==> config.mk <==
export PLATFORM = sky130hd
export DESIGN_NAME = fpt_timer
export DESIGN_NICKNAME = d
export VERILOG_FILES = /design/src/include/fpt_pkg.sv /design/src/include/fpt_tick_if.sv /design/src/rtl/fpt_prescaler.sv /design/src/rtl/fpt_timer.sv
export SDC_FILE = /design/constraint.sdc
export NUM_CORES = 1
export LEC_CHECK = 0
export ABC_AREA = 1
export BUFFER_PORTS_ARGS = -buffer_cell sky130_fd_sc_hd__buf_2
export CAP_MARGIN = 20
export CORE_MARGIN = 8
export CORE_UTILIZATION = 40
export DETAILED_ROUTE_END_ITERATION = 12
export PLACE_DENSITY = 0.66
export SYNTH_ARGS = -nofsm -noshare
export SYNTH_HDL_FRONTEND = slang
export SYNTH_HIERARCHICAL = 1
export SYNTH_SLANG_ARGS = --single-unit
==> constraint.sdc <==
create_clock -name clk_sys_i -period 3.55 [get_ports clk_sys_i]
set_input_delay 0.71 -clock clk_sys_i [delete_from_list [all_inputs] [get_ports clk_sys_i]]
set_output_delay 0.71 -clock clk_sys_i [all_outputs]
set_load 0.1 [all_outputs]
==> src/include/fpt_pkg.sv <==
// Package with register map, field positions, reset values and codes for the fast PWM timer.
//
// Overview of operation
// - Clear-on-match set: counter returns to zero the cycle after compare-A match; it clears only if a tick falls in that cycle, as at /1.
// - PWM enable: PWM on compare A, counter clears after match with top; it clears only if a tick falls in the next cycle, as at /1.
// - Non-PWM compare-A action: 00 off, 01 toggle, 10 clear, 11 set.
// - Compare output drives pin only when its port direction bit is one.
// - PWM: 10 clears on match, sets at zero; 11 opposite; others disconnected.
// - Four-bit clock select: stop, fast clock /1../8, cpu clock /1../1024.
// - Force bit applies output action like a match, no interrupt, new mode used.
// - Force bit reads zero and is ignored in PWM mode.
// - Prescaler clear bit resets prescaler only, self clears, reads zero.
// - Counter write lands one cpu clock later, two in fast-clock mode.
// - Match only when counting onto compare value, never from a software write.
// - Compare-A match sets compare-A flag after a synchronisation delay.
// - With clear-on-match set, a match against top also clears the counter; only if a tick falls in the next cycle, as at /1.
// - Compare-A enable and global enable request interrupt vector three.
// - Overflow enable and global enable request interrupt vector four.
// - Compare-A flag clears on vector execution or writing one, after sync.
// - Overflow flag sets on overflow, clears on vector or writing one.
// - Reserved bits of mask, flag and PLL registers read as zero.
// - Compatibility mode forces fast-clock enable and PLL enable to one.
// - Counter is an eight-bit up counter, readable and writable.
// - Overflow flag on FF to 00 wrap; in PWM also top to 00.
// - PWM writes to compare A go to a buffer, loaded at top; reads buffer.
package fpt_pkg;
    localparam int ADDR_W = 8;
    localparam int DATA_W = 8;
    // Register offsets.
    localparam logic [7:0] OFS_TIMER_CTRL = 8'h30;
    localparam logic [7:0] OFS_IRQ_FLAG = 8'h38;
    localparam logic [7:0] OFS_GENERAL_CTRL = 8'h2C;
    localparam logic [7:0] OFS_COUNT = 8'h2F;
    localparam logic [7:0] OFS_CMP_A = 8'h2E;
    localparam logic [7:0] OFS_CMP_TOP = 8'h2D;
    localparam logic [7:0] OFS_IRQ_MASK = 8'h39;
    localparam logic [7:0] OFS_PLL_CTRL = 8'h27;
    // Timer control fields.
    localparam int BIT_CLR_ON_MATCH = 7;
    localparam int BIT_PWM_EN = 6;
    localparam int BIT_ACT_HI = 5;
    localparam int BIT_ACT_LO = 4;
    localparam int CS_MSB = 3;
    // General control, mask, flag and PLL fields.
    localparam int BIT_FORCE_A = 2;
    localparam int BIT_PRESC_CLR = 1;
    localparam int BIT_CMP_A = 6;
    localparam int BIT_OVF = 2;
    localparam int BIT_FAST_CLK_EN = 2;
    localparam int BIT_PLL_ON = 1;
    // Reset values.
    localparam logic [7:0] RST_TIMER_CTRL = 8'h00;
    localparam logic [7:0] RST_CMP_A = 8'h00;
    localparam logic [7:0] RST_CMP_TOP = 8'hFF;
    localparam logic [7:0] RST_COUNT = 8'h00;
    localparam logic [7:0] COUNT_MAX = 8'hFF;
    // Clock select codes.
    localparam logic [3:0] CS_STOP = 4'h0;
    localparam logic [3:0] CS_FAST_LAST = 4'h4;
    localparam logic [3:0] CS_CPU_FIRST = 4'h5;
    localparam int PRESC_W = 10;
    // Synchronisation stages between a compare-A match and its flag.
    localparam int FLAG_SYNC_CYC = 1;
    // Output actions.
    typedef enum logic [1:0] {
        FPT_ACT_OFF,
        FPT_ACT_TOGGLE,
        FPT_ACT_CLEAR,
        FPT_ACT_SET
    } fpt_act_t;
endpackage : fpt_pkg

==> src/include/fpt_tick_if.sv <==
// Interface carrying the prescaler controls and the counting tick.
`timescale 1ns/1ps
interface fpt_tick_if;
    logic [3:0] clk_source_sel;
    logic fast_mode;
    logic prescaler_clear;
    logic tick;
    modport ctrl (output clk_source_sel, output fast_mode, output prescaler_clear, input tick);
    modport presc (input clk_source_sel, input fast_mode, input prescaler_clear, output tick);
endinterface : fpt_tick_if

==> src/rtl/fpt_prescaler.sv <==
// Prescaler that turns the clock select code into a one-cycle counting tick.
`timescale 1ns/1ps
module fpt_prescaler (
    input wire logic clk_sys_i,
    input wire logic rst_i,
    input wire logic fast_tick_i,
    fpt_tick_if.presc tk
);
    logic [fpt_pkg::PRESC_W-1:0] div_cnt;
    logic [fpt_pkg::PRESC_W:0] tap_mask;
    logic [3:0] shift;
    logic src_tick;
    logic sel_tick;
    // Fast codes divide fast ticks by 1..8, cpu codes divide cpu cycles by 1..1024.
    assign src_tick = tk.fast_mode ? fast_tick_i : 1'b1;
    assign shift = tk.fast_mode ? 4'(tk.clk_source_sel - 4'h1)
                                : 4'(tk.clk_source_sel - fpt_pkg::CS_CPU_FIRST);
    // Mask of the counter bits below the chosen tap; an empty mask ticks on every source tick.
    assign tap_mask = (11'h001 << shift) - 11'h001;
    // Tick when all counter bits below the chosen tap are one.
    assign sel_tick = src_tick
        && ((div_cnt & tap_mask[fpt_pkg::PRESC_W-1:0]) == tap_mask[fpt_pkg::PRESC_W-1:0]);
    // The divider restarts on a prescaler clear so the next period is whole.
    always_ff @(posedge clk_sys_i) begin
        if (rst_i || tk.prescaler_clear) begin
            div_cnt <= '0;
        end else if (src_tick && tk.clk_source_sel != fpt_pkg::CS_STOP) begin
            div_cnt <= div_cnt + 10'h001;
        end
    end
    always_ff @(posedge clk_sys_i) begin
        if (rst_i) begin
            tk.tick <= 1'b0;
        end else begin
            tk.tick <= sel_tick && !tk.prescaler_clear && tk.clk_source_sel != fpt_pkg::CS_STOP;
        end
    end
endmodule : fpt_prescaler

==> src/rtl/fpt_timer.sv <==
// Top of the fast PWM timer: registers, counter, compare logic and flags.
//
// Design decision made here: the strobed register port.
`timescale 1ns/1ps
module fpt_timer (
    input wire logic clk_sys_i,
    input wire logic rst_i,
    input wire logic [7:0] addr_i,
    input wire logic [7:0] wdata_i,
    input wire logic wr_i,
    input wire logic rd_i,
    output logic [7:0] rdata_o,
    input wire logic fast_tick_i,
    input wire logic compat_mode_i,
    input wire logic port_pin_one_dir_i,
    input wire logic global_irq_en_i,
    input wire logic cmp_a_vec_ack_i,
    input wire logic ovf_vec_ack_i,
    output logic cmp_a_out_pin_o,
    output logic cmp_a_out_pin_oe_o,
    output logic cmp_a_irq_o,
    output logic ovf_irq_o,
    output logic fast_clk_en_o,
    output logic pll_on_o
);
    ////////////////////////////////////////////////////////////////////////////////
    // Register state.
    logic [7:0] timer_ctrl_reg;
    logic [7:0] count_value;
    logic [7:0] cmp_a_value;
    logic [7:0] cmp_a_buf;
    logic [7:0] cmp_top_value;
    logic cmp_a_irq_en;
    logic ovf_irq_en;
    logic cmp_a_flag;
    logic ovf_flag;
    logic fast_clk_en;
    logic pll_on;
    logic out_level;
    logic count_wr_pend;
    logic count_wr_pend2;
    logic [7:0] count_wr_data;
    logic [fpt_pkg::FLAG_SYNC_CYC-1:0] cmp_a_sync;
    logic cmp_a_clr_pend;
    logic ovf_clr_pend;
    logic cmp_a_hit;
    logic cmp_top_hit;
    logic wrap_pend;
    logic ovf_pend;

    fpt_tick_if tk ();

    fpt_prescaler u_presc (
        .clk_sys_i(clk_sys_i),
        .rst_i(rst_i),
        .fast_tick_i(fast_tick_i),
        .tk(tk)
    );

    ////////////////////////////////////////////////////////////////////////////////
    // Address decode and field views.
    logic sel_ctrl, sel_gen, sel_cnt, sel_cmpa, sel_top, sel_mask, sel_flag, sel_pll;
    logic clear_on_match_en, pwm_chan_a_en;
    logic [1:0] out_action_a;
    logic [3:0] clk_source_sel;
    logic fast_mode;
    logic force_wr, presc_wr;
    logic [1:0] act_now;
    logic tick;
    logic [7:0] next_count;
    logic at_top;
    assign sel_ctrl = addr_i == fpt_pkg::OFS_TIMER_CTRL;
    assign sel_gen = addr_i == fpt_pkg::OFS_GENERAL_CTRL;
    assign sel_cnt = addr_i == fpt_pkg::OFS_COUNT;
    assign sel_cmpa = addr_i == fpt_pkg::OFS_CMP_A;
    assign sel_top = addr_i == fpt_pkg::OFS_CMP_TOP;
    assign sel_mask = addr_i == fpt_pkg::OFS_IRQ_MASK;
    assign sel_flag = addr_i == fpt_pkg::OFS_IRQ_FLAG;
    assign sel_pll = addr_i == fpt_pkg::OFS_PLL_CTRL;
    assign clear_on_match_en = timer_ctrl_reg[fpt_pkg::BIT_CLR_ON_MATCH];
    assign pwm_chan_a_en = timer_ctrl_reg[fpt_pkg::BIT_PWM_EN];
    assign out_action_a = timer_ctrl_reg[fpt_pkg::BIT_ACT_HI:fpt_pkg::BIT_ACT_LO];
    assign clk_source_sel = timer_ctrl_reg[fpt_pkg::CS_MSB:0];
    assign fast_mode = clk_source_sel != fpt_pkg::CS_STOP
                       && clk_source_sel <= fpt_pkg::CS_FAST_LAST;
    // A match in the same cycle as a mode write uses the written mode.
    assign force_wr = wr_i && sel_gen && wdata_i[fpt_pkg::BIT_FORCE_A] && !pwm_chan_a_en;
    assign act_now = (wr_i && sel_ctrl) ? wdata_i[fpt_pkg::BIT_ACT_HI:fpt_pkg::BIT_ACT_LO]
                                        : out_action_a;
    assign presc_wr = wr_i && sel_gen && wdata_i[fpt_pkg::BIT_PRESC_CLR];
    assign tick = tk.tick;
    assign tk.clk_source_sel = clk_source_sel;
    assign tk.fast_mode = fast_mode;
    assign tk.prescaler_clear = presc_wr;
    // A wrap from FF always overflows; PWM mode adds the wrap from the top value.
    assign at_top = (count_value == fpt_pkg::COUNT_MAX)
                    || (pwm_chan_a_en && count_value == cmp_top_value);
    assign next_count = 8'(count_value + 8'h01);

    ////////////////////////////////////////////////////////////////////////////////
    // Control registers; compatibility mode pins the clock enables high.
    always_ff @(posedge clk_sys_i) begin
        if (rst_i) begin
            timer_ctrl_reg <= fpt_pkg::RST_TIMER_CTRL;
            cmp_top_value <= fpt_pkg::RST_CMP_TOP;
            cmp_a_irq_en <= 1'b0;
            ovf_irq_en <= 1'b0;
            fast_clk_en <= 1'b0;
            pll_on <= 1'b0;
        end else begin
            if (wr_i && sel_ctrl) timer_ctrl_reg <= wdata_i;
            if (wr_i && sel_top) cmp_top_value <= wdata_i;
            if (wr_i && sel_mask) begin
                cmp_a_irq_en <= wdata_i[fpt_pkg::BIT_CMP_A];
                ovf_irq_en <= wdata_i[fpt_pkg::BIT_OVF];
            end
            if (compat_mode_i) begin
                fast_clk_en <= 1'b1;
                pll_on <= 1'b1;
            end else if (wr_i && sel_pll) begin
                fast_clk_en <= wdata_i[fpt_pkg::BIT_FAST_CLK_EN];
                pll_on <= wdata_i[fpt_pkg::BIT_PLL_ON];
            end
        end
    end

    ////////////////////////////////////////////////////////////////////////////////
    // Compare A: direct in normal mode, buffered until top in PWM mode.
    always_ff @(posedge clk_sys_i) begin
        if (rst_i) begin
            cmp_a_buf <= fpt_pkg::RST_CMP_A;
            cmp_a_value <= fpt_pkg::RST_CMP_A;
        end else begin
            if (wr_i && sel_cmpa) cmp_a_buf <= wdata_i;
            if (wr_i && sel_cmpa && !pwm_chan_a_en) begin
                cmp_a_value <= wdata_i;
            end else if (pwm_chan_a_en && tick && count_value == cmp_top_value) begin
                cmp_a_value <= cmp_a_buf;
            end
        end
    end

    ////////////////////////////////////////////////////////////////////////////////
    // Counter. Matches are judged on the value the counter counted onto, so
    // a software write that lands on a compare value raises nothing.
    always_ff @(posedge clk_sys_i) begin
        if (rst_i) begin
            count_value <= fpt_pkg::RST_COUNT;
            count_wr_pend <= 1'b0;
            count_wr_pend2 <= 1'b0;
            count_wr_data <= fpt_pkg::RST_COUNT;
            cmp_a_hit <= 1'b0;
            cmp_top_hit <= 1'b0;
            wrap_pend <= 1'b0;
        end else begin
            // Fast-clock mode adds one stage so the write lands within two cycles.
            count_wr_pend <= wr_i && sel_cnt;
            count_wr_pend2 <= count_wr_pend && fast_mode;
            if (wr_i && sel_cnt) count_wr_data <= wdata_i;
            cmp_a_hit <= 1'b0;
            cmp_top_hit <= 1'b0;
            wrap_pend <= 1'b0;
            if ((count_wr_pend && !fast_mode) || count_wr_pend2) begin
                count_value <= count_wr_data;
            end else if (tick) begin
                if ((clear_on_match_en && (cmp_a_hit || cmp_top_hit))
                    || (pwm_chan_a_en && cmp_top_hit)) begin
                    count_value <= 8'h00;
                end else begin
                    count_value <= next_count;
                    cmp_a_hit <= next_count == cmp_a_value;
                    cmp_top_hit <= next_count == cmp_top_value;
                end
                wrap_pend <= at_top;
            end
        end
    end

    ////////////////////////////////////////////////////////////////////////////////
    // Output compare pin.
    always_ff @(posedge clk_sys_i) begin
        if (rst_i) begin
            out_level <= 1'b0;
        end else if (pwm_chan_a_en) begin
            if (cmp_a_hit && act_now[1]) begin
                out_level <= act_now[0];
            end else if (tick && count_value == 8'h00 && act_now[1]) begin
                out_level <= !act_now[0];
            end
        end else if (cmp_a_hit || force_wr) begin
            unique case (fpt_pkg::fpt_act_t'(act_now))
                fpt_pkg::FPT_ACT_OFF: out_level <= out_level;
                fpt_pkg::FPT_ACT_TOGGLE: out_level <= !out_level;
                fpt_pkg::FPT_ACT_CLEAR: out_level <= 1'b0;
                fpt_pkg::FPT_ACT_SET: out_level <= 1'b1;
            endcase
        end
    end

    // The pin follows the compare logic only when its direction bit is set.
    always_ff @(posedge clk_sys_i) begin
        if (rst_i) begin
            cmp_a_out_pin_o <= 1'b0;
            cmp_a_out_pin_oe_o <= 1'b0;
        end else begin
            cmp_a_out_pin_o <= out_level;
            cmp_a_out_pin_oe_o <= port_pin_one_dir_i
                && (pwm_chan_a_en ? out_action_a[1] : out_action_a != 2'b00);
        end
    end

    ////////////////////////////////////////////////////////////////////////////////
    // Flags: set wins over a clear arriving in the same cycle.
    always_ff @(posedge clk_sys_i) begin
        if (rst_i) begin
            cmp_a_sync <= '0;
            cmp_a_flag <= 1'b0;
            ovf_flag <= 1'b0;
            ovf_pend <= 1'b0;
            cmp_a_clr_pend <= 1'b0;
            ovf_clr_pend <= 1'b0;
        end else begin
            cmp_a_sync <= fpt_pkg::FLAG_SYNC_CYC'(cmp_a_hit);
            ovf_pend <= wrap_pend;
            cmp_a_clr_pend <= wr_i && sel_flag && wdata_i[fpt_pkg::BIT_CMP_A];
            ovf_clr_pend <= wr_i && sel_flag && wdata_i[fpt_pkg::BIT_OVF];
            if (cmp_a_sync[fpt_pkg::FLAG_SYNC_CYC-1]) begin
                cmp_a_flag <= 1'b1;
            end else if (cmp_a_clr_pend || cmp_a_vec_ack_i) begin
                cmp_a_flag <= 1'b0;
            end
            if (ovf_pend) begin
                ovf_flag <= 1'b1;
            end else if (ovf_clr_pend || ovf_vec_ack_i) begin
                ovf_flag <= 1'b0;
            end
        end
    end

    ////////////////////////////////////////////////////////////////////////////////
    // Interrupt requests and read port.
    logic [7:0] rd_mux;
    assign rd_mux = sel_ctrl ? timer_ctrl_reg
                  : sel_gen ? 8'h00
                  : sel_cnt ? count_value
                  : sel_cmpa ? cmp_a_buf
                  : sel_top ? cmp_top_value
                  : sel_mask ? {1'b0, cmp_a_irq_en, 3'b000, ovf_irq_en, 2'b00}
                  : sel_flag ? {1'b0, cmp_a_flag, 3'b000, ovf_flag, 2'b00}
                  : sel_pll ? {5'b00000, fast_clk_en, pll_on, 1'b0}
                  : 8'h00;
    always_ff @(posedge clk_sys_i) begin
        if (rst_i) begin
            rdata_o <= 8'h00;
            cmp_a_irq_o <= 1'b0;
            ovf_irq_o <= 1'b0;
            fast_clk_en_o <= 1'b0;
            pll_on_o <= 1'b0;
        end else begin
            rdata_o <= rd_i ? rd_mux : 8'h00;
            cmp_a_irq_o <= cmp_a_flag && cmp_a_irq_en && global_irq_en_i;
            ovf_irq_o <= ovf_flag && ovf_irq_en && global_irq_en_i;
            fast_clk_en_o <= fast_clk_en;
            pll_on_o <= pll_on;
        end
    end
endmodule : fpt_timer

Word level (Yosys, flattened, before mapping)
Index checks and enable logic that the tools add are counted.
{ "classes": {"reduce_logical": 61, "addsub": 5, "n_shift": 1, "n_lt_le_gt_ge": 1, "n_eq_ne": 18, "muxes": 30, "bitwise": 3} }
{ "ops": {"columns": ["cell", "n"], "rows": [
  ["two-way mux 8 bit", 10],
  ["equality test 8 x 6 -> 1 bit, second input constant", 8],
  ["logical AND 1 bit", 34],
  ["equality test 8 bit", 3],
  ["two-way mux 1 bit", 14],
  ["two-way mux 7 bit", 2],
  ["nonzero test 2 bit", 7],
  ["adder 10 x 1 -> 10 bit, second input constant", 1],
  ["bitwise AND 10 bit", 1],
  ["equality test 10 bit", 1],
  ["<< shifter 1 x 4 -> 10 bit, first input constant", 1],
  ["subtractor 10 x 1 -> 10 bit, second input constant", 1],
  ["adder 8 x 1 -> 8 bit, second input constant", 1],
  ["equality test 8 bit, second input constant", 1],
  ["logical NOT 8 bit", 1],
  ["logical OR 1 bit", 8],
  ["logical NOT 1 bit", 5],
  ["equality test 2 bit, second input constant", 2],
  ["<= comparator 4 x 3 -> 1 bit, second input constant", 1],
  ["two-way mux 4 bit", 1],
  ["nonzero test 4 bit", 1],
  ["OR reduction 4 bit", 1],
  ["subtractor 4 x 1 -> 4 bit, second input constant", 1],
  ["subtractor 4 x 3 -> 4 bit, second input constant", 1],
  ["11 further kinds", 12]
]} }
{ "word_totals": {"input_bits": 26, "register_bits": 89, "output_inout_bits": 14} }

Longest topological paths before layout
Gate-level depths: netlist of the first run.
{ "depth": {"ltp_word": 10, "mapped_depth": 17, "mapped_depth_nobuf": 17} }

By module
Netlist of the first run, hierarchy kept.
{ "modules_own_cells": {"columns": ["mod", "area_each_um2", "cells_each", "instances", "seq_area_each_um2"], "rows": [
  ["fpt_timer", 3897.5, 554, 1, 1561.5],
  ["fpt_prescaler", 874.6, 140, 1, 220.2]
]} }

Worst setup path before layout of the first run
Ideal clock, no wire load.
{ "synth_path": {"path_type": "register to register", "start": "register timer_ctrl_reg[1]", "end": "register u_presc.tk.tick", "synth_period_minus_slack_ns": 2.414, "stages_incl_launch_ff": 17, "setup_time_ns": 0.064, "setup_slack_ns": 1.136, "arrival_time_ns": 2.351, "path_cell_list": "dfxtp_1 inv_1 nand3_1 nand3_1 inv_1 ha_1 a21oi_2 nand3_1 nand2_4 nand4_1 ha_1 o21ai_0 nor2_1 nand3_1 nor2_1 nand3_1 nor2_1"} }
{ "synth_via": {"elab_chain_len": 10} }
{ "synth_lines": {"columns": ["element", "line_no", "rtl"], "rows": [
  ["start: declaration", "fpt_timer.sv:28", "logic [7:0] timer_ctrl_reg;"],
  ["start signal: assignment", "fpt_timer.sv:104", "timer_ctrl_reg <= fpt_pkg::RST_TIMER_CTRL;"],
  ["start signal: assignment", "fpt_timer.sv:111", "if (wr_i && sel_ctrl) timer_ctrl_reg <= wdata_i;"],
  ["<= comparator 4 x 3 -> 1 bit or nonzero test 4 bit (tied branches)", "fpt_timer.sv:85, fpt_timer.sv:84", null],
  ["logical AND 1 bit *", "fpt_timer.sv:85", "&& clk_source_sel <= fpt_pkg::CS_FAST_LAST;"],
  ["via fast_mode", "fpt_timer.sv:66", "logic fast_mode;"],
  ["two-way mux 4 bit", "fpt_prescaler.sv:16", "assign shift = tk.fast_mode ? 4'(tk.clk_source_sel - 4'h1)"],
  ["<< shifter 1 x 4 -> 10 bit", "fpt_prescaler.sv:19", "assign tap_mask = (11'h001 << shift) - 11'h001;"],
  ["subtractor 10 x 1 -> 10 bit", "fpt_prescaler.sv:19", null],
  ["bitwise AND 10 bit", "fpt_prescaler.sv:22", "&& ((div_cnt & tap_mask[fpt_pkg::PRESC_W-1:0]) == tap_mask[fpt_pkg::PRESC_W-1:0]);"],
  ["equality test 10 bit", "fpt_prescaler.sv:22", null],
  ["logical AND 1 bit *", "fpt_prescaler.sv:22", null],
  ["logical AND 1 bit * (2 in a row)", "fpt_prescaler.sv:35", "tk.tick <= sel_tick && !tk.prescaler_clear && tk.clk_source_sel != fpt_pkg::CS_STOP;"],
  ["end signal: assignment", "fpt_prescaler.sv:35", null],
  ["end: declaration", "fpt_tick_if.sv:9", "modport presc (input clk_source_sel, input fast_mode, input prescaler_clear, output tick);"]
]} }
Mark *: on every way through the listed nets, which the timed path passes. The rest lies on a longest branch.
A chain may end at the register's enable or synchronous reset.

Worst setup path in the final report of the first run
Same ends and word-level chain as after synthesis.

==> results of run 1 <==
placed cells by master (no fill, tap or decap), types with 9 or more instances in the layout:
cell and n:
o22ai_1 9, clkbuf_16 9, inv_1 95, nand3_1 57
o211ai_1 9, buf_2 39, nor3_1 14, a21oi_1 58
nand2_1 144, dfxtp_1 89, nand4_1 9, o21ai_1 10
o21ai_0 46, nor2_1 53, xor2_1 11
per-stage QoR:
stage | power (W) | instances | hold slack, ns | util (%)
floorplan | 0.00108 | 694 | 0.388 | -
global placement | 0.00112 | 862 | 0.405 | 42.9
detailed placement | 0.00112 | 862 | 0.410 | 42.9
CTS | 0.00209 | 878 | 0.419 | 45.4
global route | 0.00214 | 878 | 0.448 | 45.4
finish | 0.00208 | 878 | 0.419 | 45.4
critical path, stage by stage, from the launching register on:
cell and delay [ns]:
dfxtp_1 0.50, inv_1 0.13, nand3_1 0.11, nand3_1 0.11
inv_1 0.09, ha_1 0.31, a21oi_2 0.22, nand3_1 0.17
nand2_4 0.16, nand4_1 0.11, ha_1 0.29, o21ai_0 0.06
nor2_1 0.14, nand3_1 0.08, nor2_1 0.09, nand3_1 0.07
nor2_1 0.10
cell type report:
class	count	area [um^2]
Clock inverter	4	52.6
Clock buffer	12	246
Inverter	105	395
Sequential cell	89	1780
Timing Repair Buffer	40	203
Fill cell	1217	6450
Multi-Input combinational cell	481	2500
Tap cell	147	184
per-layer routing:
| layer | track usage (%) | vias to the layer above | share of wire [%] |
|---|---|---|---|
| met2 | 27.9 | 117 | 45 |
| met5 | 0 | - | 0 |
| met1 | 22.2 | 2118 | 47 |
| li1 | - | 2320 | - |
| met4 | 4.58 | 0 | 1.2 |
| met3 | 6.16 | 17 | 6.7 |
logic make-up after synthesis:
family | after synthesis | share of synthesized area [%]
AO/OA/AOI/OAI | 145 | 16.8
XOR/XNOR | 18 | 3.59
adder cells (fa/ha/maj) | 5 | 1.31
buffers and inverters | 124 | 10.3
flip-flops | 89 | 37.3
AND/OR/NAND/NOR | 313 | 30.7
how the worst min path moves through the flow:
| stage | from | end | slack, ns | cells after the start |
|---|---|---|---|---|
| 6_report | wrap_pend | ovf_pend | 0.42 | 2 |
| 5_1_grt | wrap_pend | ovf_pend | 0.45 | 2 |
| 4_1_cts | wrap_pend | ovf_pend | 0.42 | 2 |
| 3_5_place_dp | wrap_pend | ovf_pend | 0.41 | 2 |
| 3_3_place_gp | wrap_pend | ovf_pend | 0.41 | 2 |
| 2_1_floorplan | wrap_pend | ovf_pend | 0.39 | 2 |
power groups by stage:
stage | sequential [W] | combinational (W) | clock, W
after floorplan | 0.00104 | 0.0000463 | 0
after global placement | 0.00103 | 0.0000967 | 0
after detailed placement | 0.00103 | 0.0000977 | 0
after CTS | 0.00100 | 0.0000980 | 0.000986
after global routing | 0.00100 | 0.000108 | 0.00103
final | 0.00100 | 0.000100 | 0.000973
==> flow_summary.json, run 1 <==
{
  "status": "finished clean",
  "cts.hold.buffers_added": 0,
  "grt_first_pass_wirelength_um": 22200,
  "p_sw_w": 0.000484,
  "viasPerCell": 5.21,
  "synth_area_leaders": "dfxtp_1 (37%), nand2_1 (11%), inv_1 (7.5%)",
  "ant_nets": 0,
  "syn_to_final_growth_pct": 12.4,
  "place.gp.congestion": 0.937,
  "setup_viol": 0,
  "startpoint": "timer_ctrl_reg[1]",
  "fp.coreArea_mm2": 0.0118,
  "tns_ns": 0,
  "root_buffer": "clkbuf_16",
  "cp.arrival_ns": 3.10,
  "drv_slew": 0,
  "portBuffers": 39,
  "grt_pass1_vias": 4399,
  "ys_seq_elements": 89,
  "clk_pin_slew_worst_paths_ns": 0.07,
  "syn_nets": 725,
  "largest_register": "u_presc/div_cnt",
  "endpoint_kind": "flip-flop",
  "p_int_w": 0.00159,
  "async_flop_share_pct": 0,
  "final_cell_area_mm2": 0.00536,
  "rrSetupSlack_ns": 0.75,
  "tritoncts": "yes",
  "worst_slack_ns": 0.749,
  "crit_path_start_kind": "flip-flop",
  "syn_area_per_cell_um2": 6.88,
  "ir_drop_uv": 275,
  "p_leak_nw": 2.27,
  "num-nets-final": 757,
  "max_slew_margin_pct": 50.4,
  "ctsResizeCount": 0,
  "cts_buffer_depth": 2,
  "grtUsageTotal_pct": 17.6,
  "synth_top_area_cell": "dfxtp_1",
  "routedWlPerCell_um": 15.5,
  "drive_above_1_share_pct": 13.8,
  "yosys.cell_count.top_type": "nand2_1",
  "initial_core_util_pct": 40.4,
  "place_ws_ns": 0.827,
  "die_x_um": 125,
  "rsz0062_at_grt": "no",
  "fmax_mhz": 357,
  "critPathMaxFanout": 8,
  "drtIter0Drc": 342,
  "drv_cap": 0,
  "place_area_mm2": 0.00506,
  "hpwl_um": 10400,
  "rows": 40,
  "drc": 0,
  "pin_count": 40,
  "rr_worst_depth": 16,
  "cp.required_ns": 3.85,
  "period_share_pct": 78.9,
  "cts_buffers": 9,
  "diodes": 0,
  "timing.rr.start": "timer_ctrl_reg[1]",
  "pwr-share-seq_pct": 48.3,
  "vias": 4572,
  "cts.sinks": 89,
  "fp.dieH_um": 125,
  "endpoint": "u_presc/tk.tick",
  "period_needed_ns": 2.80,
  "r2r-end": "u_presc/tk.tick",
  "p_per_area_mw_per_mm2": 387,
  "dieArea_mm2": 0.0157,
  "clk_latency_ns": 0.36,
  "h-tree-depth": 3,
  "worst_slew_pin_slew_ns": 0.738,
  "gr-total-overflow": 0,
  "wl_um": 13600,
  "switching_share_pct": 23.3,
  "synth-edff-count": 0,
  "ys.flop_type": "dfxtp_1",
  "hp-class": "reg -> reg",
  "yosysWarnings": 6,
  "drt_pre_antenna_iters": 6,
  "synth.cells.most_frequent": "nand2_1 (144), inv_1 (95), dfxtp_1 (89)",
  "synth_cell_types": 42,
  "clock_skew_ns": 0.0127,
  "antenna_found_initial": 0,
  "synthesis.area_mm2": 0.00477,
  "p_clk_share_pct": 46.8,
  "path_class": "reg -> reg",
  "largest_register_ffs": 10,
  "combPwrFrac_pct": 4.8,
  "seq_area_frac_synth_pct": 37.3,
  "synth_top_area_share_pct": 37.3,
  "synthCells": 694,
  "grt_max_degree": 40,
  "post_cts_buffers": 0,
  "finalHoldViolCount": 0
}
Note: power is estimated with default switching activity, not from simulation.
==> run 2, diff against run 1 <==
Clock period 3.55 ns to 2.81 ns, I/O delays scaled along.
==> run 2 against run 1 <==
Hold slack got worse by 0.0093 ns. Clock skew down 0.0043 ns. Worst setup slack got worse by 0.51 ns. Flip-flop and latch count unchanged. Core utilization increased by 0.54 points. Combinational power is 29% higher. Sequential power is 27% higher. Register-to-register slack got worse by 0.51 ns. Sequential share of layout area down 0.37 points. Global-route usage decreased by 0.22 points. Power is 28% higher.
==> flow_summary.json, run 2 (synthesis gave the netlist of run 1 again) <==
{
  "clock_skew_ns": 0.00848,
  "p_leak_nw": 2.30,
  "cp.required_ns": 3.11,
  "die_x_um": 125,
  "cp.arrival_ns": 2.87,
  "tns_ns": 0,
  "mostFrequentLayoutCells": "nand2_1 (144), inv_1 (95), dfxtp_1 (88), a21oi_1 (58), nand3_1 (57)",
  "drtIter0Drc": 435,
  "critPathMaxFanout": 8,
  "clk_pin_slew_worst_paths_ns": 0.07,
  "rows": 40,
  "pin_count": 40,
  "root_buffer": "clkbuf_16",
  "worst_slew_pin_slew_ns": 0.604,
  "drc": 0,
  "diodes": 0,
  "ff_latch_area_mm2": 0.00178,
  "endpoint_kind": "flip-flop",
  "timing.rr.start": "timer_ctrl_reg[3]",
  "place.gp.congestion": 0.894,
  "finalHoldViolCount": 0,
  "portBuffers": 39,
  "path_buf_inv": 2,
  "drv_cap": 0,
  "largest_register": "u_presc/div_cnt",
  "grt_pass1_vias": 4446,
  "routedWlPerCell_um": 15.3,
  "period_needed_ns": 2.57,
  "path_class": "reg -> reg",
  "grt_first_pass_wirelength_um": 22000,
  "status": "finished clean",
  "p_sw_w": 0.000654,
  "ant_nets": 0,
  "startpoint": "timer_ctrl_reg[3]",
  "cts_buffers": 9,
  "period_share_pct": 91.5,
  "cts.sinks": 89,
  "cpMaxStageDelayCell": "dfxtp_1",
  "largest_register_ffs": 10,
  "max_slew_margin_pct": 59.4,
  "crit_path_start_kind": "flip-flop",
  "crit_chain": "inv_1, nand3_1, inv_1, ha_2, nand3_2, nand2_2, nand2_2, nand2_4, nand4_1, ha_1, o21ai_0, nor2_1, nand3_1, nor2_1, nand3_1, nor2_1",
  "cts_buffer_depth": 2,
  "critPathMaxStageDelay_ns": 0.45,
  "vias": 4630,
  "drive_above_1_share_pct": 15.1,
  "tritoncts": "yes",
  "viasPerCell": 5.24,
  "p_int_w": 0.00201,
  "wl_um": 13500,
  "h-tree-depth": 3,
  "p_clk_share_pct": 47.5,
  "drt_pre_antenna_iters": 5,
  "ir_drop_uv": 250,
  "rsz0062_at_grt": "no",
  "combPwrFrac_pct": 4.8,
  "grtUsageTotal_pct": 17.4,
  "multiInputGateArea_mm2": 0.00251,
  "dieArea_mm2": 0.0157,
  "hp-start": "wrap_pend",
  "fmax_mhz": 389,
  "p_total_w": 0.00266,
  "clk_latency_ns": 0.36,
  "num-nets-final": 763,
  "fp.coreArea_mm2": 0.0118,
  "crit_family": "simple AND/OR/NAND/NOR gates",
  "drv_slew": 0,
  "setup_viol": 0,
  "switching_share_pct": 24.6,
  "fp.dieH_um": 125,
  "final_common_cell": "nand2_1",
  "gr-total-overflow": 0,
  "antenna_found_initial": 0,
  "hp-class": "reg -> reg",
  "p_per_area_mw_per_mm2": 490,
  "pwr-share-seq_pct": 47.7,
  "hpwl_um": 10300,
  "initial_core_util_pct": 40.4,
  "grt_max_degree": 40,
  "fillers": 1192,
  "cts.hold.buffers_added": 0,
  "syn_to_final_growth_pct": 13.7
}
[run 2: cell count changes in the layout (fill, tap and decap cells not counted), moves of 2 or more]
cell and delta:
clkbuf_1 -2, clkinv_4 -2, inv_6 +4, buf_4 +6
[run 2: area by class of cell]
type	instances	share of cell area [%]
Timing Repair Buffer	46	4.57
Clock buffer	9	4.15
Multi-Input combinational cell	481	46.3
Clock inverter	7	1.50
Inverter	105	7.29
Tap cell	147	3.39
Sequential cell	89	32.9
[run 2: per-layer routing]
layer	up-vias	GRT usage, %	part of all wire [%]
met1	2118	23.1	48
li1	2334	-	-
met3	26	4.04	6.6
met2	152	27.0	44
met5	-	0	0
met4	0	5.87	1.6
[run 2: per-stage QoR]
stage	utilization, %	cell area [um^2]	setup WS, ns	hold WS (ns)	instances
floorplan	-	4770	0.396	0.388	694
global placement	43.3	5110	0.328	0.401	868
detailed placement	43.3	5110	0.195	0.399	868
CTS	45.8	5420	0.119	0.409	884
global route	45.9	5430	0.0458	0.435	884
finish	45.9	5430	0.240	0.409	884
[run 2: worst reg2reg max path, delay by kind of cell (launching register included)]
family | cells | cell delay, ns
AND/OR/NAND/NOR | 11 | 1.12
adder cells (fa/ha/maj) | 2 | 0.70
flip-flops | 1 | 0.45
buffers and inverters | 2 | 0.18
AO/OA/AOI/OAI | 1 | 0.07
[run 2: path summary, 6_finish.rpt]
| kind | endpoint | slack [ns] | depth (start not counted) |
|---|---|---|---|
| worst max-delay path | u_presc/tk.tick | 0.24 | 16 |
| worst min-delay path | ovf_pend | 0.41 | 2 |
| worst min register to register | ovf_pend | 0.41 | 2 |
| worst max register to register | u_presc/tk.tick | 0.24 | 16 |
[run 2: power groups by stage]
| stage | combinational [W] | clock [W] | sequential [W] |
|---|---|---|---|
| 6_report | 0.000129 | 0.00126 | 0.00127 |
| 5_1_grt | 0.000140 | 0.00134 | 0.00127 |
| 4_1_cts | 0.000127 | 0.00128 | 0.00127 |
| 3_5_place_dp | 0.000126 | 0 | 0.00130 |
| 3_3_place_gp | 0.000125 | 0 | 0.00130 |
| 2_1_floorplan | 0.0000584 | 0 | 0.00131 |
[run 2: what timing repair did]
action	4_1_cts	5_1_grt
buffers inserted	0	0
gates resized for setup	0	4
endpoints found under the setup margin	0	1
hold endpoints to repair	0	0
